--- config.mk ---
export PLATFORM = sky130hd
export DESIGN_NAME = nfc_host
export DESIGN_NICKNAME = d
export VERILOG_FILES = /design/src/hdl/nfc_pkg.sv /design/src/hdl/nfc_bus_cycle.sv /design/src/hdl/nfc_host.sv
export VERILOG_INCLUDE_DIRS = /design/src /design/src/hdl
export SDC_FILE = /design/constraint.sdc
export NUM_CORES = 1
export LEC_CHECK = 0
export BUFFER_PORTS_ARGS = -buffer_cell sky130_fd_sc_hd__buf_2
export CAP_MARGIN = 30
export CORE_AREA = 2 2 98 195
export CTS_CLUSTER_DIAMETER = 200
export DETAILED_ROUTE_END_ITERATION = 12
export DIE_AREA = 0 0 100 197
export PLACE_DENSITY = 0.62
export SETUP_SLACK_MARGIN = 0.02
export SLEW_MARGIN = 20
export SYNTH_ARGS = -nofsm -noshare
export SYNTH_HDL_FRONTEND = slang
export SYNTH_HIERARCHICAL = 1
export SYNTH_SLANG_ARGS = --single-unit
--- constraint.sdc ---
create_clock -name clk_in -period 2.95 [get_ports clk_in]
set_input_delay 0.59 -clock clk_in [delete_from_list [all_inputs] [get_ports clk_in]]
set_output_delay 0.59 -clock clk_in [all_outputs]
set_load 0.005 [all_outputs]
--- src/hdl/nfc_params.svh ---
// Timing counts and command codes for the NAND flash host port controller
// What this block does
// - Command bytes go out with the command latch strobe high across the write strobe.
// - Address bytes go out with the address latch strobe high, only in address cycles.
// - Every written byte is a low pulse of write strobe under a low chip select.
// - Read and program send five address cycles: two column then three row.
// - Erase sends three row cycles between setup 60h and confirm D0h.
// - Page read is 00h, address cycles, then 30h to start the array transfer.
// - Page program is 80h, five address cycles, data, then 10h to start.
// - Each stacked die has its own chip select and its own ready/busy line.
`ifndef NFC_PARAMS_SVH
`define NFC_PARAMS_SVH

// ----------------------------------------
// Clock and strobe timing
// ----------------------------------------
`define NFC_CLK_NS 25
`define NFC_CEIL_CYC(ns) (((ns) + `NFC_CLK_NS - 1) / `NFC_CLK_NS)
`define NFC_STROBE_LOW_NS 25
`define NFC_STROBE_HIGH_NS 25
`define NFC_OUTPUT_ACCESS_DELAY_NS 30
`define NFC_BUSY_SETTLE_NS 100
`define NFC_WE_LOW_CYC 4'(`NFC_CEIL_CYC(`NFC_STROBE_LOW_NS))
`define NFC_HIGH_CYC 4'(`NFC_CEIL_CYC(`NFC_STROBE_HIGH_NS))
`define NFC_RD_LOW_CYC 4'(`NFC_CEIL_CYC(`NFC_OUTPUT_ACCESS_DELAY_NS))
`define NFC_SETTLE_CYC 4'(`NFC_CEIL_CYC(`NFC_BUSY_SETTLE_NS))

// ----------------------------------------
// Command codes and geometry
// ----------------------------------------
`define NFC_CMD_READ_SETUP 8'h00
`define NFC_CMD_READ_EXEC 8'h30
`define NFC_CMD_PROG_SETUP 8'h80
`define NFC_CMD_PROG_CONFIRM 8'h10
`define NFC_CMD_ERASE_SETUP 8'h60
`define NFC_CMD_ERASE_CONFIRM 8'hD0
`define NFC_CMD_RESET 8'hFF
`define NFC_CMD_STATUS 8'h70
`define NFC_CMD_READ_ID 8'h90
`define NFC_LAST_COLUMN 12'h83F
`define NFC_ADDR_FIRST_COL 3'h0
`define NFC_ADDR_FIRST_ROW 3'h2
`define NFC_ADDR_LAST 3'h4
`define NFC_ADDR_CYC_PAGE 3'h5
`define NFC_ADDR_CYC_BLOCK 3'h3

`endif

--- src/hdl/nfc_pkg.sv ---
// Types shared by the NAND flash host port controller
package nfc_pkg;

  typedef enum logic [2:0] {
    NFC_OP_READ = 3'h0,
    NFC_OP_PROGRAM = 3'h1,
    NFC_OP_ERASE = 3'h2,
    NFC_OP_RESET = 3'h3,
    NFC_OP_STATUS = 3'h4,
    NFC_OP_READ_ID = 3'h5
  } nfc_op_t;

  typedef enum logic [1:0] {
    NFC_KIND_CMD = 2'h0,
    NFC_KIND_ADDR = 2'h1,
    NFC_KIND_WDATA = 2'h2,
    NFC_KIND_RDATA = 2'h3
  } nfc_kind_t;

  typedef enum logic [3:0] {
    NFC_CY_IDLE = 4'h1,
    NFC_CY_SETUP = 4'h2,
    NFC_CY_LOW = 4'h4,
    NFC_CY_HIGH = 4'h8
  } nfc_cyc_state_t;

  typedef enum logic [7:0] {
    NFC_ST_IDLE = 8'h01,
    NFC_ST_CMD1 = 8'h02,
    NFC_ST_ADDR = 8'h04,
    NFC_ST_DATA = 8'h08,
    NFC_ST_CMD2 = 8'h10,
    NFC_ST_WAITB = 8'h20,
    NFC_ST_READ = 8'h40,
    NFC_ST_DONE = 8'h80
  } nfc_state_t;

endpackage : nfc_pkg

--- src/hdl/nfc_bus_cycle.sv ---
// One bus cycle on the flash port: command, address, write or read byte
`timescale 1ns/1ps
`include "nfc_params.svh"
module nfc_bus_cycle (
  // Clock and reset
  input wire logic clk_in,
  input wire logic rst_n_in,
  // Request
  input wire logic start_in,
  input wire nfc_pkg::nfc_kind_t kind_in,
  input wire logic [7:0] byte_in,
  output logic done_out,
  output logic [7:0] rdata_out,
  // Flash pins
  output logic cle_out,
  output logic ale_out,
  output logic we_n_out,
  output logic output_strobe_n_out,
  output logic [7:0] io_out,
  output logic io_oe_n_out,
  input wire logic [7:0] io_in
);
  localparam int WE_LOW_C = `NFC_WE_LOW_CYC;

  nfc_pkg::nfc_cyc_state_t state_reg, state_next;
  logic [3:0] cnt_reg, cnt_next;
  logic rd_reg, rd_next;
  logic done_reg, done_next;
  logic [7:0] rdata_reg, rdata_next;
  logic cle_reg, cle_next, ale_reg, ale_next;
  logic we_n_reg, we_n_next, re_n_reg, re_n_next;
  logic [7:0] io_reg, io_next;
  logic oe_n_reg, oe_n_next;

  // ----------------------------------------
  // Cycle sequencer
  // ----------------------------------------
  always_comb begin
    state_next = state_reg;
    cnt_next = cnt_reg;
    rd_next = rd_reg;
    done_next = 1'b0;
    rdata_next = rdata_reg;
    cle_next = cle_reg;
    ale_next = ale_reg;
    we_n_next = we_n_reg;
    re_n_next = re_n_reg;
    io_next = io_reg;
    oe_n_next = oe_n_reg;
    unique case (state_reg)
      nfc_pkg::NFC_CY_IDLE: begin
        if (start_in) begin
          // Latch strobes set up before the strobe falls
          cle_next = (kind_in == nfc_pkg::NFC_KIND_CMD);
          ale_next = (kind_in == nfc_pkg::NFC_KIND_ADDR);
          rd_next = (kind_in == nfc_pkg::NFC_KIND_RDATA);
          io_next = byte_in;
          // Bus released for reads so the device alone drives it
          oe_n_next = (kind_in == nfc_pkg::NFC_KIND_RDATA);
          state_next = nfc_pkg::NFC_CY_SETUP;
        end
      end
      nfc_pkg::NFC_CY_SETUP: begin
        we_n_next = rd_reg;
        re_n_next = !rd_reg;
        cnt_next = (rd_reg ? `NFC_RD_LOW_CYC : `NFC_WE_LOW_CYC) - 4'h1;
        state_next = nfc_pkg::NFC_CY_LOW;
      end
      nfc_pkg::NFC_CY_LOW: begin
        if (cnt_reg == 4'h0) begin
          we_n_next = 1'b1;
          re_n_next = 1'b1;
          // Sample once the access delay has passed
          if (rd_reg) begin
            rdata_next = io_in;
          end
          cnt_next = `NFC_HIGH_CYC - 4'h1;
          state_next = nfc_pkg::NFC_CY_HIGH;
        end else begin
          cnt_next = cnt_reg - 4'h1;
        end
      end
      nfc_pkg::NFC_CY_HIGH: begin
        if (cnt_reg == 4'h0) begin
          cle_next = 1'b0;
          ale_next = 1'b0;
          oe_n_next = 1'b1;
          done_next = 1'b1;
          state_next = nfc_pkg::NFC_CY_IDLE;
        end else begin
          cnt_next = cnt_reg - 4'h1;
        end
      end
    endcase
  end

  always_ff @(posedge clk_in or negedge rst_n_in) begin
    if (!rst_n_in) begin
      state_reg <= nfc_pkg::NFC_CY_IDLE;
      cnt_reg <= 4'h0;
      rd_reg <= 1'b0;
      done_reg <= 1'b0;
      rdata_reg <= 8'h00;
      cle_reg <= 1'b0;
      ale_reg <= 1'b0;
      we_n_reg <= 1'b1;
      re_n_reg <= 1'b1;
      io_reg <= 8'h00;
      oe_n_reg <= 1'b1;
    end else begin
      state_reg <= state_next;
      cnt_reg <= cnt_next;
      rd_reg <= rd_next;
      done_reg <= done_next;
      rdata_reg <= rdata_next;
      cle_reg <= cle_next;
      ale_reg <= ale_next;
      we_n_reg <= we_n_next;
      re_n_reg <= re_n_next;
      io_reg <= io_next;
      oe_n_reg <= oe_n_next;
    end
  end

  assign done_out = done_reg;
  assign rdata_out = rdata_reg;
  assign cle_out = cle_reg;
  assign ale_out = ale_reg;
  assign we_n_out = we_n_reg;
  assign output_strobe_n_out = re_n_reg;
  assign io_out = io_reg;
  assign io_oe_n_out = oe_n_reg;

  // ----------------------------------------
  // Checks
  // ----------------------------------------
  a_latch_exclusive: assert property (@(posedge clk_in) disable iff (!rst_n_in)
    !(cle_reg && ale_reg)) else $error("command and address latch both high");
  a_we_drives_bus: assert property (@(posedge clk_in) disable iff (!rst_n_in)
    !we_n_reg |-> (!oe_n_reg && re_n_reg)) else $error("write strobe low without driving bus");
  a_we_pulse_width: assert property (@(posedge clk_in) disable iff (!rst_n_in)
    $fell(we_n_reg) |-> ##WE_LOW_C $rose(we_n_reg)) else $error("write strobe low time wrong");
  a_read_floats: assert property (@(posedge clk_in) disable iff (!rst_n_in)
    !re_n_reg |-> (oe_n_reg && !cle_reg && !ale_reg)) else $error("host drives bus while reading");
  a_read_access: assert property (@(posedge clk_in) disable iff (!rst_n_in)
    $fell(re_n_reg) |-> !re_n_reg [*2] ##1 re_n_reg) else $error("output strobe low time wrong");
  a_cycle_ends: assert property (@(posedge clk_in) disable iff (!rst_n_in)
    (start_in && state_reg == nfc_pkg::NFC_CY_IDLE) |-> ##[2:40] done_reg) else $error("bus cycle never ends");

endmodule // nfc_bus_cycle

--- src/hdl/nfc_host.sv ---
// Host-side command sequencer for a multi-die NAND flash port
`timescale 1ns/1ps
`include "nfc_params.svh"
module nfc_host (
  // Clock and reset
  input wire logic clk_in,
  input wire logic rst_n_in,
  // Operation request
  input wire logic cmd_valid_in,
  output logic cmd_ready_out,
  input wire nfc_pkg::nfc_op_t cmd_op_in,
  input wire logic [1:0] cmd_die_in,
  input wire logic [11:0] cmd_col_in,
  input wire logic [18:0] cmd_row_in,
  input wire logic [11:0] cmd_len_in,
  output logic done_out,
  // Write data stream
  input wire logic [7:0] wr_data_in,
  input wire logic wr_valid_in,
  output logic wr_ready_out,
  // Read data stream
  output logic [7:0] rd_data_out,
  output logic rd_valid_out,
  // Flash pins
  output logic [3:0] ce_n_out,
  output logic cle_out,
  output logic ale_out,
  output logic we_n_out,
  output logic output_strobe_n_out,
  output logic wp_n_out,
  output logic [7:0] io_out,
  output logic io_oe_n_out,
  input wire logic [7:0] io_in,
  input wire logic [3:0] rb_in
);
  nfc_pkg::nfc_state_t state_reg, state_next;
  nfc_pkg::nfc_op_t op_reg, op_next;
  logic [1:0] die_reg, die_next;
  logic [11:0] col_reg, col_next;
  logic [18:0] row_reg, row_next;
  logic [11:0] len_reg, len_next;
  logic [11:0] cnt_reg, cnt_next;
  logic [2:0] aidx_reg, aidx_next;
  logic [2:0] alast_reg, alast_next;
  logic [2:0] acnt_reg, acnt_next;
  logic [3:0] wait_reg, wait_next;
  logic pend_reg, pend_next;
  logic [3:0] ce_n_reg, ce_n_next;
  logic wp_n_reg, wp_n_next;
  logic done_reg, done_next;
  logic rd_valid_reg, rd_valid_next;
  logic [7:0] rd_data_reg, rd_data_next;
  logic eng_start;
  nfc_pkg::nfc_kind_t eng_kind;
  logic [7:0] eng_byte;
  logic eng_done;
  logic [7:0] eng_rdata;
  logic bus_state;
  logic busy_ok;

  function automatic logic [7:0] first_code(input nfc_pkg::nfc_op_t op);
    unique case (op)
      nfc_pkg::NFC_OP_READ: first_code = `NFC_CMD_READ_SETUP;
      nfc_pkg::NFC_OP_PROGRAM: first_code = `NFC_CMD_PROG_SETUP;
      nfc_pkg::NFC_OP_ERASE: first_code = `NFC_CMD_ERASE_SETUP;
      nfc_pkg::NFC_OP_RESET: first_code = `NFC_CMD_RESET;
      nfc_pkg::NFC_OP_STATUS: first_code = `NFC_CMD_STATUS;
      nfc_pkg::NFC_OP_READ_ID: first_code = `NFC_CMD_READ_ID;
      default: first_code = `NFC_CMD_STATUS;
    endcase
  endfunction

  function automatic logic [7:0] second_code(input nfc_pkg::nfc_op_t op);
    unique case (op)
      nfc_pkg::NFC_OP_READ: second_code = `NFC_CMD_READ_EXEC;
      nfc_pkg::NFC_OP_PROGRAM: second_code = `NFC_CMD_PROG_CONFIRM;
      default: second_code = `NFC_CMD_ERASE_CONFIRM;
    endcase
  endfunction

  // ----------------------------------------
  // Request acceptance
  // ----------------------------------------
  // Busy die takes only reset and status
  assign busy_ok = rb_in[cmd_die_in] || (cmd_op_in == nfc_pkg::NFC_OP_RESET) ||
                   (cmd_op_in == nfc_pkg::NFC_OP_STATUS);
  assign cmd_ready_out = (state_reg == nfc_pkg::NFC_ST_IDLE) && busy_ok;
  assign bus_state = (state_reg == nfc_pkg::NFC_ST_CMD1) || (state_reg == nfc_pkg::NFC_ST_ADDR) ||
                     (state_reg == nfc_pkg::NFC_ST_DATA) || (state_reg == nfc_pkg::NFC_ST_CMD2) ||
                     (state_reg == nfc_pkg::NFC_ST_READ);
  assign wr_ready_out = (state_reg == nfc_pkg::NFC_ST_DATA) && !pend_reg;

  // ----------------------------------------
  // Operation sequencer
  // ----------------------------------------
  always_comb begin
    state_next = state_reg;
    op_next = op_reg;
    die_next = die_reg;
    col_next = col_reg;
    row_next = row_reg;
    len_next = len_reg;
    cnt_next = cnt_reg;
    aidx_next = aidx_reg;
    alast_next = alast_reg;
    acnt_next = acnt_reg;
    wait_next = wait_reg;
    pend_next = pend_reg;
    ce_n_next = ce_n_reg;
    wp_n_next = wp_n_reg;
    done_next = 1'b0;
    rd_valid_next = 1'b0;
    rd_data_next = rd_data_reg;
    eng_kind = nfc_pkg::NFC_KIND_CMD;
    eng_byte = 8'h00;
    eng_start = bus_state && !pend_reg && ((state_reg != nfc_pkg::NFC_ST_DATA) || wr_valid_in);
    unique case (state_reg)
      nfc_pkg::NFC_ST_IDLE: begin
        if (cmd_valid_in && cmd_ready_out) begin
          op_next = cmd_op_in;
          die_next = cmd_die_in;
          // Identification takes one zero address byte
          col_next = (cmd_op_in == nfc_pkg::NFC_OP_READ_ID) ? 12'h000 : cmd_col_in;
          row_next = cmd_row_in;
          // Transfer length capped at 2112 bytes, whatever the start column
          len_next = (cmd_len_in > `NFC_LAST_COLUMN) ? `NFC_LAST_COLUMN : cmd_len_in;
          if (cmd_op_in == nfc_pkg::NFC_OP_STATUS) begin
            len_next = 12'h000;
          end
          cnt_next = 12'h000;
          acnt_next = 3'h0;
          // Erase addresses a block by row only
          aidx_next = (cmd_op_in == nfc_pkg::NFC_OP_ERASE) ? `NFC_ADDR_FIRST_ROW : `NFC_ADDR_FIRST_COL;
          // Five cycles for page access, one for identification
          alast_next = (cmd_op_in == nfc_pkg::NFC_OP_READ_ID) ? `NFC_ADDR_FIRST_COL : `NFC_ADDR_LAST;
          // Only the addressed die is selected
          ce_n_next = ~(4'h1 << cmd_die_in);
          // Protection lifted only for program and erase
          wp_n_next = (cmd_op_in == nfc_pkg::NFC_OP_PROGRAM) || (cmd_op_in == nfc_pkg::NFC_OP_ERASE);
          state_next = nfc_pkg::NFC_ST_CMD1;
        end
      end
      nfc_pkg::NFC_ST_CMD1: begin
        eng_byte = first_code(op_reg);
        if (eng_done) begin
          if (op_reg == nfc_pkg::NFC_OP_RESET) begin
            wait_next = `NFC_SETTLE_CYC;
            state_next = nfc_pkg::NFC_ST_WAITB;
          end else if (op_reg == nfc_pkg::NFC_OP_STATUS) begin
            state_next = nfc_pkg::NFC_ST_READ;
          end else begin
            state_next = nfc_pkg::NFC_ST_ADDR;
          end
        end
      end
      nfc_pkg::NFC_ST_ADDR: begin
        // Column bytes first, then row bytes
        eng_kind = nfc_pkg::NFC_KIND_ADDR;
        unique case (aidx_reg)
          3'h0: eng_byte = col_reg[7:0];
          3'h1: eng_byte = {4'h0, col_reg[11:8]};
          3'h2: eng_byte = row_reg[7:0];
          3'h3: eng_byte = row_reg[15:8];
          default: eng_byte = {5'h00, row_reg[18:16]};
        endcase
        if (eng_done) begin
          acnt_next = acnt_reg + 3'h1;
          aidx_next = aidx_reg + 3'h1;
          if (aidx_reg == alast_reg) begin
            unique case (op_reg)
              nfc_pkg::NFC_OP_PROGRAM: state_next = nfc_pkg::NFC_ST_DATA;
              nfc_pkg::NFC_OP_READ_ID: state_next = nfc_pkg::NFC_ST_READ;
              default: state_next = nfc_pkg::NFC_ST_CMD2;
            endcase
          end
        end
      end
      nfc_pkg::NFC_ST_DATA: begin
        eng_kind = nfc_pkg::NFC_KIND_WDATA;
        eng_byte = wr_data_in;
        if (eng_done) begin
          cnt_next = cnt_reg + 12'h001;
          if (cnt_reg == len_reg) begin
            cnt_next = 12'h000;
            state_next = nfc_pkg::NFC_ST_CMD2;
          end
        end
      end
      nfc_pkg::NFC_ST_CMD2: begin
        eng_byte = second_code(op_reg);
        if (eng_done) begin
          wait_next = `NFC_SETTLE_CYC;
          state_next = nfc_pkg::NFC_ST_WAITB;
        end
      end
      nfc_pkg::NFC_ST_WAITB: begin
        // Ready/busy needs time to fall before it is trusted
        if (wait_reg != 4'h0) begin
          wait_next = wait_reg - 4'h1;
        end else if (rb_in[die_reg]) begin
          state_next = (op_reg == nfc_pkg::NFC_OP_READ) ? nfc_pkg::NFC_ST_READ : nfc_pkg::NFC_ST_DONE;
        end
      end
      nfc_pkg::NFC_ST_READ: begin
        // Sequential bytes, column advanced by the device
        eng_kind = nfc_pkg::NFC_KIND_RDATA;
        if (eng_done) begin
          rd_valid_next = 1'b1;
          rd_data_next = eng_rdata;
          cnt_next = cnt_reg + 12'h001;
          if (cnt_reg == len_reg) begin
            state_next = nfc_pkg::NFC_ST_DONE;
          end
        end
      end
      nfc_pkg::NFC_ST_DONE: begin
        ce_n_next = 4'hF;
        wp_n_next = 1'b0;
        done_next = 1'b1;
        state_next = nfc_pkg::NFC_ST_IDLE;
      end
    endcase
    if (eng_start) begin
      pend_next = 1'b1;
    end else if (eng_done) begin
      pend_next = 1'b0;
    end
  end

  always_ff @(posedge clk_in or negedge rst_n_in) begin
    if (!rst_n_in) begin
      state_reg <= nfc_pkg::NFC_ST_IDLE;
      op_reg <= nfc_pkg::NFC_OP_READ;
      die_reg <= 2'h0;
      col_reg <= 12'h000;
      row_reg <= 19'h00000;
      len_reg <= 12'h000;
      cnt_reg <= 12'h000;
      aidx_reg <= 3'h0;
      alast_reg <= 3'h0;
      acnt_reg <= 3'h0;
      wait_reg <= 4'h0;
      pend_reg <= 1'b0;
      ce_n_reg <= 4'hF;
      wp_n_reg <= 1'b0;
      done_reg <= 1'b0;
      rd_valid_reg <= 1'b0;
      rd_data_reg <= 8'h00;
    end else begin
      state_reg <= state_next;
      op_reg <= op_next;
      die_reg <= die_next;
      col_reg <= col_next;
      row_reg <= row_next;
      len_reg <= len_next;
      cnt_reg <= cnt_next;
      aidx_reg <= aidx_next;
      alast_reg <= alast_next;
      acnt_reg <= acnt_next;
      wait_reg <= wait_next;
      pend_reg <= pend_next;
      ce_n_reg <= ce_n_next;
      wp_n_reg <= wp_n_next;
      done_reg <= done_next;
      rd_valid_reg <= rd_valid_next;
      rd_data_reg <= rd_data_next;
    end
  end

  assign ce_n_out = ce_n_reg;
  assign wp_n_out = wp_n_reg;
  assign done_out = done_reg;
  assign rd_valid_out = rd_valid_reg;
  assign rd_data_out = rd_data_reg;

  nfc_bus_cycle u_cycle (
    .clk_in(clk_in),
    .rst_n_in(rst_n_in),
    .start_in(eng_start),
    .kind_in(eng_kind),
    .byte_in(eng_byte),
    .done_out(eng_done),
    .rdata_out(eng_rdata),
    .cle_out(cle_out),
    .ale_out(ale_out),
    .we_n_out(we_n_out),
    .output_strobe_n_out(output_strobe_n_out),
    .io_out(io_out),
    .io_oe_n_out(io_oe_n_out),
    .io_in(io_in)
  );

  // ----------------------------------------
  // Checks
  // ----------------------------------------
  a_one_die_selected: assert property (@(posedge clk_in) disable iff (!rst_n_in)
    $countones(~ce_n_reg) <= 1) else $error("more than one die selected");
  a_busy_refuse: assert property (@(posedge clk_in) disable iff (!rst_n_in)
    (cle_out && !we_n_out && !rb_in[die_reg]) |->
    (io_out == `NFC_CMD_RESET || io_out == `NFC_CMD_STATUS))
    else $error("command sent to busy die");
  a_addr_cycles: assert property (@(posedge clk_in) disable iff (!rst_n_in)
    (state_reg == nfc_pkg::NFC_ST_CMD2) |->
    (acnt_reg == ((op_reg == nfc_pkg::NFC_OP_ERASE) ? `NFC_ADDR_CYC_BLOCK : `NFC_ADDR_CYC_PAGE)))
    else $error("wrong number of address cycles");
  a_wp_during_write: assert property (@(posedge clk_in) disable iff (!rst_n_in)
    (state_reg != nfc_pkg::NFC_ST_IDLE && state_reg != nfc_pkg::NFC_ST_DONE &&
     (op_reg == nfc_pkg::NFC_OP_PROGRAM || op_reg == nfc_pkg::NFC_OP_ERASE)) |-> wp_n_reg)
    else $error("write protect low during program or erase");
  a_wp_idle_low: assert property (@(posedge clk_in) disable iff (!rst_n_in)
    $rose(done_reg) |-> (!wp_n_reg && ce_n_reg == 4'hF)) else $error("pins not parked after op");
  a_setup_code: assert property (@(posedge clk_in) disable iff (!rst_n_in)
    (eng_start && state_reg == nfc_pkg::NFC_ST_CMD1 && op_reg == nfc_pkg::NFC_OP_PROGRAM) |->
    ##1 (cle_out && io_out == `NFC_CMD_PROG_SETUP)) else $error("program setup code wrong");
  a_wait_ready: assert property (@(posedge clk_in) disable iff (!rst_n_in)
    (state_reg == nfc_pkg::NFC_ST_WAITB && wait_reg != 4'h0) |=> (state_reg == nfc_pkg::NFC_ST_WAITB))
    else $error("busy wait cut short");
  a_leave_wait: assert property (@(posedge clk_in) disable iff (!rst_n_in)
    (state_reg == nfc_pkg::NFC_ST_WAITB && state_next != nfc_pkg::NFC_ST_WAITB) |->
    (rb_in[die_reg] && wait_reg == 4'h0)) else $error("left busy wait while die busy");

endmodule // nfc_host

==> impl_metrics.ini, run 1 <==
[run_status]
run_status = finished, final reports clean

[logic_synthesis]
yosys.area.top_type = dfrtp_1
synth_top_area_share_pct = 45.2
ys_async_sr_fraction_pct = 100
syn_area_sq_um = 6310
synth.most_common_cell = dfrtp_1
synth_flop_cell = dfrtp_1
syn_avg_cell_area_sq_um = 10.1
syn_nets = 704
synth_cells = 624
synth_edf_count = 0
ys_warn_count = 6
yosys-top-cells-area = dfrtp_1 (45%), nand2_1 (6.7%), dfstp_2 (3.7%)
ys_ff_latch = 123
yosysSeqAreaShare_pct = 48.9
synth_common_cells = dfrtp_1 (114), nand2_1 (112), o21ai_0 (37)
synth_cell_types = 76

[route]
via_per_inst = 5.19
dr.max_layer_used = met4
first_pass_iters = 5
drc = 0
vias = 4953
drt_wl_total_mm = 16.2
drtAntennaViolNets = 0
wl_met1_mm = 5.89
met2WireLength_mm = 9.30
wire_per_inst_microns = 17.0
dr_wl_met3_microns = 435
dr.first_iter.drc_count = 237

[sta]
finalSetupViolCount = 0
drv_slew = 0
fmax_mhz = 361
max-slew-margin-rel_pct = 56.9
worstMarginPinSlew_ps = 644
rsz0062_at_grt = false
fin_crit_ps = 2770
hold_ws_ps = 176
fin_skew_ps = 7.14
layout_setup_ws_ps = 180
fin_crit_sh_pct = 93.9
hold_viol_final = 0
tns_ps = 0

[setup_path]
crit_chain = or4_4 > nor3_4 > nand3_1 > nor2_1 > buf_2
max_stage_delay_ps = 610
cp_data_arrival_time_ps = 2180
path_max_fanout = 5
cp_slowest_cell = or4_4
crit_required_ps = 2360
critPathLaunchType = register
path_delay_family = simple AND/OR/NAND/NOR gates
crit_path_end_kind = output pin
crit_type = reg2out
crit_buf_inv = 1

[cts]
cts_sinks = 123
post_cts_resized = 0
cts_hold_buf = 0
htreeDepth = 4
cts_tree = yes
worstSkewPairLatency_ps = 410
clockBufferDepth = 2
root_buffer = clkbuf_16
cts_made_buffers = 17
clkTransAtPathRegs_ps = 60
cts_setup_buffers = 0

[power_and_ir_drop]
peakVddDrop_v = 0.000447
leakage_nw = 3.69
p_per_area_nw_per_um2 = 832
total_power_mw = 6.35

[floorplanning]
fp.dieW_microns = 100
core_sq_um = 18200
ios = 102
row_count = 70
start_util_pct = 34.6
design.die.area_sq_um = 19700
die_height_microns = 197

[global_route]
grt_antenna_before_repair = 0
grt_max_degree = 57
gr-total-overflow = 0
grt_use_total_pct = 17.2
grt_pass1_vias = 5123
grt_pass1_wl_mm = 25.9

[job]
cap_violations = 0

[finish]
postLayoutCoreUtil_pct = 41.9
area_growth_syn_to_layout_pct = 20.9
fill_cells = 1773
finalNetCount = 806
antenna_cells_inserted = 0
largest_reg_flops = 19
layout-drive-gt1-share_pct = 28.5

[placed_design]
io_buffers = 101
routabilityCongestion = 0.917
post-place-ws_ps = 153
dp_hpwl_mm = 12.3

[hold_path]
hold_class = in2async
## path summary, 6_finish.rpt
check | from | endpoint | slack, ps | depth (start not counted)
setup / recovery | state_reg[5] | wr_ready_out | 180 | 5
hold / removal | rst_n_in | row_reg[1] | 180 | 1
setup reg to reg | state_reg[5] | u_cycle/io_out[2] | 210 | 8
hold reg to reg | row_reg[12] | row_reg[12] | 480 | 2
max in group asynchronous | rst_n_in | ce_n_out[2] | 1970 | 2
min in group clk_in | cmd_row_in[15] | row_reg[15] | 360 | 3
## cell families (layout without fill, tap and decap cells)
group	Yosys count	count (layout)	share of synthesized area, %
multiplexers	34	34	6.60
buffers and inverters	61	175	4.68
AND/OR/NAND/NOR	233	233	19.7
XOR/XNOR	25	25	3.47
AO/OA/AOI/OAI	140	140	15.0
adder cells (fa/ha/maj)	8	8	1.59
flip-flops	123	123	48.9
## worst register-to-register path, delay by kind of cell (launching register included)
family | cells | cell delay (ps)
compound gates | 2 | 500
buf+inv | 1 | 220
flops | 1 | 380
mux | 1 | 350
simple gates | 4 | 1180
## per-stage QoR
step                instances  area, sq um
floorplan                 624         6310
global placement          923         7040
global route              954         7630
finish                    954         7630
CTS                       954         7620
detailed placement        923         7040
## layout by cell type, fill, tap and decap left out, drive strengths merged, types with 4 or more instances in the layout
cell type and n:
o211ai 4, xor2 7, mux2i 6, a21o 5
nor4 4, dfstp 9, buf 118, nor4b 5
xnor2 18, and3 4, clkinvlp 5, o22ai 4
nand4 7, or4 5, dfrtp 114, nand3b 6
a21oi 27, nand2b 6, nor2 27, a222oi 4
o21ai 40, nor3b 7, a22oi 8, nor3 14
mux2 27, clkbuf 21, inv 26, nand2 112
or3 4, nand3 22, a31oi 5, ha 8
a211o 6, a22o 14
## routing by layer
layer,vias up,GRT usage (%)
li1,2417,-
met1,2387,17.2
met2,116,32.7
met3,33,2.98
met4,0,9.08
met5,-,0
## area by class of cell
cell class	instances	area (sq um)	share of cell area [%]
clock buffers	21	460	6.03
inverters	26	97.6	1.28
well taps	216	270	3.54
flip-flops and latches	123	3090	40.5
clock inverters	10	120	1.57
multi-input cells	440	2940	38.6
repair buffers	118	648	8.49
## power breakdown
group	switching [mW]	internal (mW)	leakage [nW]
registers	0.311	2.02	1.59
logic	1.07	0.904	1.83
clock network	0.757	1.28	0.267
total	2.14	4.21	3.69
No activity file was read; power rests on OpenSTA's default activity.
==> run 2: changes to the inputs <==
--- a/config.mk
+++ b/config.mk
@@ -8,14 +8,14 @@
 export LEC_CHECK = 0
 export BUFFER_PORTS_ARGS = -buffer_cell sky130_fd_sc_hd__buf_2
 export CAP_MARGIN = 30
-export CORE_AREA = 2 2 98 195
+export CORE_AREA = 2 2 98 194
 export CTS_CLUSTER_DIAMETER = 200
 export DETAILED_ROUTE_END_ITERATION = 12
-export DIE_AREA = 0 0 100 197
+export DIE_AREA = 0 0 100 196
+export GPL_TIMING_DRIVEN = 1
 export PLACE_DENSITY = 0.62
 export SETUP_SLACK_MARGIN = 0.02
 export SLEW_MARGIN = 20
 export SYNTH_ARGS = -nofsm -noshare
 export SYNTH_HDL_FRONTEND = slang
-export SYNTH_HIERARCHICAL = 1
 export SYNTH_SLANG_ARGS = --single-unit
==> run 2 against run 1 <==
Net effect:
- highest routed layer unchanged
- routed wire length up 3.5%
- sequential share of layout area about the same
- largest power group is now the clock network
- clock power rose by 14%
==> impl_metrics.ini, run 2 <==
[cts]
clockBufferDepth = 2
cts_setup_buffers = 0
post_cts_resized = 0
worstSkewPairLatency_ps = 430
cts_sinks = 123
htreeDepth = 4
cts_made_buffers = 17
root_buffer = clkbuf_16
cts_hold_buf = 0
clkTransAtPathRegs_ps = 60
cts_tree = yes

[global_route]
grt_antenna_before_repair = 1
grt_max_degree = 53
gr-total-overflow = 0
grt_use_total_pct = 17.9
grt_pass1_vias = 5265
grt_pass1_wl_mm = 27.0

[sta]
drv_slew = 0
fmax_mhz = 354
max-slew-margin-rel_pct = 51.9
worstMarginPinSlew_ps = 721
fin_crit_sh_pct = 95.7
hold_viol_final = 0
rsz0062_at_grt = false
fin_skew_ps = 10.3
fin_crit_ps = 2820
finalSetupViolCount = 0
tns_ps = 0

[finish]
postLayoutCoreUtil_pct = 41.9
largest_reg_flops = 19
final_cell_mix = nand2_1 (122), dfrtp_1 (114), buf_2 (100)
layout-drive-gt1-share_pct = 24.8
area_growth_syn_to_layout_pct = 22.7
finalNetCount = 821
final_common_cell = nand2_1

[floorplanning]
start_util_pct = 34.2
design.die.area_sq_um = 19600
core_sq_um = 18200
fp.dieW_microns = 100
row_count = 70
die_height_microns = 196
ios = 102

[setup_path]
ff2ff_setup_slack_ps = 520
crit_path_end_kind = output pin
path_max_fanout = 8
worst-r2r-cell-count = 5
crit_required_ps = 2360
crit_type = reg2out
cp_data_arrival_time_ps = 2230
critPathLaunchType = register
r2r_end = cnt_reg[9]
reg2reg_from = state_reg[3]

[logic_synthesis]
syn_avg_cell_area_sq_um = 9.71
synth_cell_types = 71
synth_edf_count = 0
syn_nets = 722
synth_cells = 641
ys_async_sr_fraction_pct = 100
synth_top_area_share_pct = 45.8
yosys.area.top_type = dfrtp_1
synth_flop_cell = dfrtp_1
syn_area_sq_um = 6220
ys_ff_latch = 123
synth.most_common_cell = nand2_1
synth_common_cells = nand2_1 (122), dfrtp_1 (114), nor2_1 (44)
ys_warn_count = 0
yosys-top-cells-area = dfrtp_1 (46%), nand2_1 (7.4%), dfstp_2 (3.8%)
yosysSeqAreaShare_pct = 49.6

[power_and_ir_drop]
power_frac_seq_pct = 36.5
combPwrFrac_pct = 23.1
internal_power_mw = 3.99
p_per_area_nw_per_um2 = 757
switching_share_pct = 31.0
switchingPower_mw = 1.79
clockPowerShare_pct = 40.4
peakVddDrop_v = 0.000425
leakage_nw = 3.73

[route]
drt_wl_total_mm = 16.8
drtAntennaViolNets = 0
vias = 5129
drc = 0
wire_per_inst_microns = 17.3
first_pass_iters = 4
via_per_inst = 5.29
dr.first_iter.drc_count = 288

[placed_design]
routabilityCongestion = 0.901
dp_hpwl_mm = 13.0
io_buffers = 101

[job]
cap_violations = 0

[run_status]
run_status = finished, final reports clean

[hold_path]
hold_class = in2async
==> run 2: final cells by class <==
class	count	area [sq um]
Fill cell	1844	10600
Sequential cell	123	3090
Inverter	15	56.3
Timing Repair Buffer	114	643
Antenna cell	1	2.50
Multi-Input combinational cell	469	2920
Clock buffer	19	443
Clock inverter	13	214
Tap cell	216	270
==> run 2: worst max-delay path by stage <==
stage                        from       endpoint  slack, ps  cells after the start
floorplan           cmd_die_in[1]   state_reg[3]        690                      7
global placement    cmd_die_in[1]   state_reg[3]        450                      7
detailed placement   cmd_op_in[0]    col_reg[11]        410                      7
CTS                  state_reg[3]  cmd_ready_out        130                      4
global route         state_reg[3]  cmd_ready_out         30                      4
finish               state_reg[3]  cmd_ready_out        130                      4
==> run 2: power groups by stage <==
stage	Clock (mW)	Sequential [mW]	Combinational, mW
floorplan	0	2.03	0.979
global placement	0	2.13	1.32
detailed placement	0	2.13	1.35
CTS	2.38	2.11	1.35
global route	2.46	2.14	1.49
finish	2.33	2.11	1.34
==> run 2: cells by family after synthesis <==
| family | Yosys count | share of synthesized area (%) |
|---|---|---|
| AOI/OAI and AO/OA | 145 | 16.0 |
| xor gates and xnor gates | 22 | 3.10 |
| adders and majority gates | 9 | 1.81 |
| buffers and inverters | 49 | 3.54 |
| DFF | 123 | 49.6 |
| muxes | 24 | 4.68 |
| and+or+nand+nor | 269 | 21.2 |
==> run 2: worst max-delay path, stage by stage, from the launching register on <==
cell and delay [ps]:
dfrtp_1 470, nor4_4 470, nand4b_2 380, a21oi_1 320
buf_2 160
==> run 2: through the flow <==
step | hold slack (ps) | setup slack, ps | power (mW) | std cells | instance area (sq um)
2_1_floorplan | 294 | 688 | 3.01 | 641 | 6220
3_3_place_gp | 444 | 453 | 3.45 | 937 | 6980
3_5_place_dp | 454 | 412 | 3.48 | 937 | 6980
4_1_cts | 222 | 126 | 5.84 | 969 | 7630
5_1_grt | 250 | 31.2 | 6.09 | 970 | 7640
6_report | 202 | 126 | 5.78 | 970 | 7640
==> run 2: layer usage <==
layer / track usage, % / routed length [microns]
met5: 0 / 0
met4: 10.1 / 776
met3: 3.99 / 557
met2: 33.4 / 9680
met1: 17.9 / 5790
==> run 3: changes to the inputs <==
--- a/config.mk
+++ b/config.mk
@@ -6,16 +6,17 @@
 export SDC_FILE = /design/constraint.sdc
 export NUM_CORES = 1
 export LEC_CHECK = 0
-export BUFFER_PORTS_ARGS = -buffer_cell sky130_fd_sc_hd__buf_2
 export CAP_MARGIN = 30
-export CORE_AREA = 2 2 98 194
+export CORE_AREA = 2 2 98 195
 export CTS_CLUSTER_DIAMETER = 200
 export DETAILED_ROUTE_END_ITERATION = 12
-export DIE_AREA = 0 0 100 196
+export DIE_AREA = 0 0 100 197
+export DONT_BUFFER_PORTS = 1
 export GPL_TIMING_DRIVEN = 1
-export PLACE_DENSITY = 0.62
+export PLACE_DENSITY = 0.57
 export SETUP_SLACK_MARGIN = 0.02
 export SLEW_MARGIN = 20
 export SYNTH_ARGS = -nofsm -noshare
 export SYNTH_HDL_FRONTEND = slang
+export SYNTH_HIERARCHICAL = 1
 export SYNTH_SLANG_ARGS = --single-unit
==> run 3 against run 2 <==
Net effect:
- the flow now finishes with violations (negative hold slack)
- largest cell class unchanged
- total power grew 8.9%
- clock skew grew 1.1 ps
- highest routed layer unchanged
- sequential cell count is the same
- via count shrank 8.0%
- largest power group is now registers
==> impl_metrics.ini, run 3 (synthesis results as in run 1) <==
[setup_path]
crit_start = state_reg[5]
crit_required_ps = 3240
crit_path_end_kind = register
path_max_fanout = 8
path_delay_family = simple AND/OR/NAND/NOR gates
critPathLaunchType = register
crit_type = reg2reg
crit_buf_inv = 1
reg2reg_from = state_reg[5]
crit_chain = or4_4 > a2111o_1 > o41ai_2 > nor3b_1 > nand3b_1 > nor3_2 > buf_4 > mux2_2
cp_slowest_cell = or4_4
max_stage_delay_ps = 600
cp_data_arrival_time_ps = 3010

[sta]
tns_ps = 0
drv_slew = 0
finalSetupViolCount = 0
layout_setup_ws_ps = 230
hold_viol_final = 114
fin_crit_sh_pct = 92.2
max-slew-margin-rel_pct = 60.3
fin_skew_ps = 11.4
fmax_mhz = 368
rsz0062_at_grt = false
fin_crit_ps = 2720
hold_ws_ps = -131
worstMarginPinSlew_ps = 593

[route]
drtAntennaViolNets = 0
first_pass_iters = 4
wire_per_inst_microns = 19.7
vias = 4721
drt_wl_total_mm = 16.8
drc = 0
dr.first_iter.drc_count = 340
via_per_inst = 5.54

[placed_design]
dp_hpwl_mm = 12.8
post-place-ws_ps = 123
postPlaceCellArea_sq_um = 6530
io_buffers = 0
dp.cells = 822
routabilityCongestion = 0.860

[run_status]
run_status = finished with violations
violations = negative hold slack

[global_route]
grt_pass1_wl_mm = 26.9
grt_use_total_pct = 17.8
gr-total-overflow = 0
grt_antenna_before_repair = 0
grt_pass1_vias = 5037
grt_max_degree = 124

[power_and_ir_drop]
switching_share_pct = 33.3
p_per_area_nw_per_um2 = 881
power_frac_seq_pct = 37.3
combPwrFrac_pct = 29.2
internal_power_mw = 4.20
leakage_nw = 3.27
peakVddDrop_v = 0.000444
total_power_mw = 6.29
clockPowerShare_pct = 33.6
switchingPower_mw = 2.09

[cts]
cts_tree = yes
cts_setup_buffers = 0
clockBufferDepth = 2
clkTransAtPathRegs_ps = 50
cts_made_buffers = 17
root_buffer = clkbuf_16
cts_sinks = 123
worstSkewPairLatency_ps = 420
htreeDepth = 4

[floorplanning]
core_sq_um = 18200
row_count = 70
ios = 102
start_util_pct = 34.6
die_height_microns = 197
fp.dieW_microns = 100
design.die.area_sq_um = 19700

[finish]
final_cell_mix = dfrtp_1 (114), nand2_1 (111), o21ai_0 (37)
antenna_cells_inserted = 0
area_growth_syn_to_layout_pct = 13.1
final_common_cell = dfrtp_1
layout-drive-gt1-share_pct = 17.3
largest_reg_flops = 19
fin_area_sq_um = 7140
fill_cells = 1810
finalNetCount = 705
finalNonFillerCells = 852

[job]
cap_violations = 0

[hold_path]
hold_class = in2async
-- run 3: changes by cell type in the layout (fill, tap and decap cells not counted), moves of 7 or more --
cell	before	now
inv_1	15	26
nor2b_1	11	1
xor2_1	15	7
nand2_1	122	111
mux2_4	0	8
o21ai_1	29	2
buf_2	100	0
and4b_1	8	1
o21ai_0	18	37
a22o_1	23	14
xnor2_1	7	18
nor2_1	44	25
-- run 3: worst reg2reg max path, cell delays in order (launching register included) --
cell and delay [ps]:
dfrtp_1 370, or4_4 600, a2111o_1 400, o41ai_2 90, nor3b_1 290, nand3b_1 140, nor3_2 160, buf_4 210
mux2_2 340
-- run 3: final timing paths --
path                       depth (start not counted)                           to  slack, ps
setup / recovery                                   8            u_cycle/io_out[3]        230
hold / removal                                     0                   row_reg[1]       -130
setup reg to reg                                   8            u_cycle/io_out[3]        230
hold reg to reg                                    2                   row_reg[4]        480
max in group asynchronous                          0  u_cycle/output_strobe_n_out       2810
min in group clk_in                                1                  ce_n_out[3]        230
-- run 3: what timing repair did --
item / 4_1_cts / 5_1_grt
setup endpoints to repair: 0 / 8
endpoints found under the hold margin: 114 / 114
resized for setup: 0 / 1
-- run 3: final cells by class --
class                           count  area (sq um)  share of cell area, %
Clock buffer                       19           453                   6.34
Clock inverter                     11           146                   2.05
Inverter                           26          97.6                   1.37
Multi-Input combinational cell    440          2940                   41.2
Sequential cell                   123          3090                   43.3
Tap cell                          216           270                   3.78
Timing Repair Buffer               17           140                   1.96
-- run 3: per-layer routing --
metal  vias up  global-route usage, %  part of all wire [%]
met4         0                   8.98                   4.0
met1      2355                   17.7                    34
met2       114                   34.0                    58
met3        32                   3.69                   3.5
met5         -                      0                     0
li1       2220                      -                     -
-- run 3: through the flow --
stage          utilization (%)  hold WS [ps]
4_1_cts                   39.2          -154
2_1_floorplan                -           294
6_report                  39.2          -131
5_1_grt                   39.2          -153
3_5_place_dp              35.9           297
3_3_place_gp              35.9           297
-- run 3: power groups by stage --
| stage | sequential [mW] | clock (mW) | combinational (mW) |
|---|---|---|---|
| floorplan | 2.22 | 0 | 1.49 |
| global placement | 2.35 | 0 | 1.77 |
| detailed placement | 2.37 | 0 | 1.81 |
| CTS | 2.35 | 2.16 | 1.82 |
| global route | 2.39 | 2.23 | 2.02 |
| finish | 2.35 | 2.11 | 1.84 |
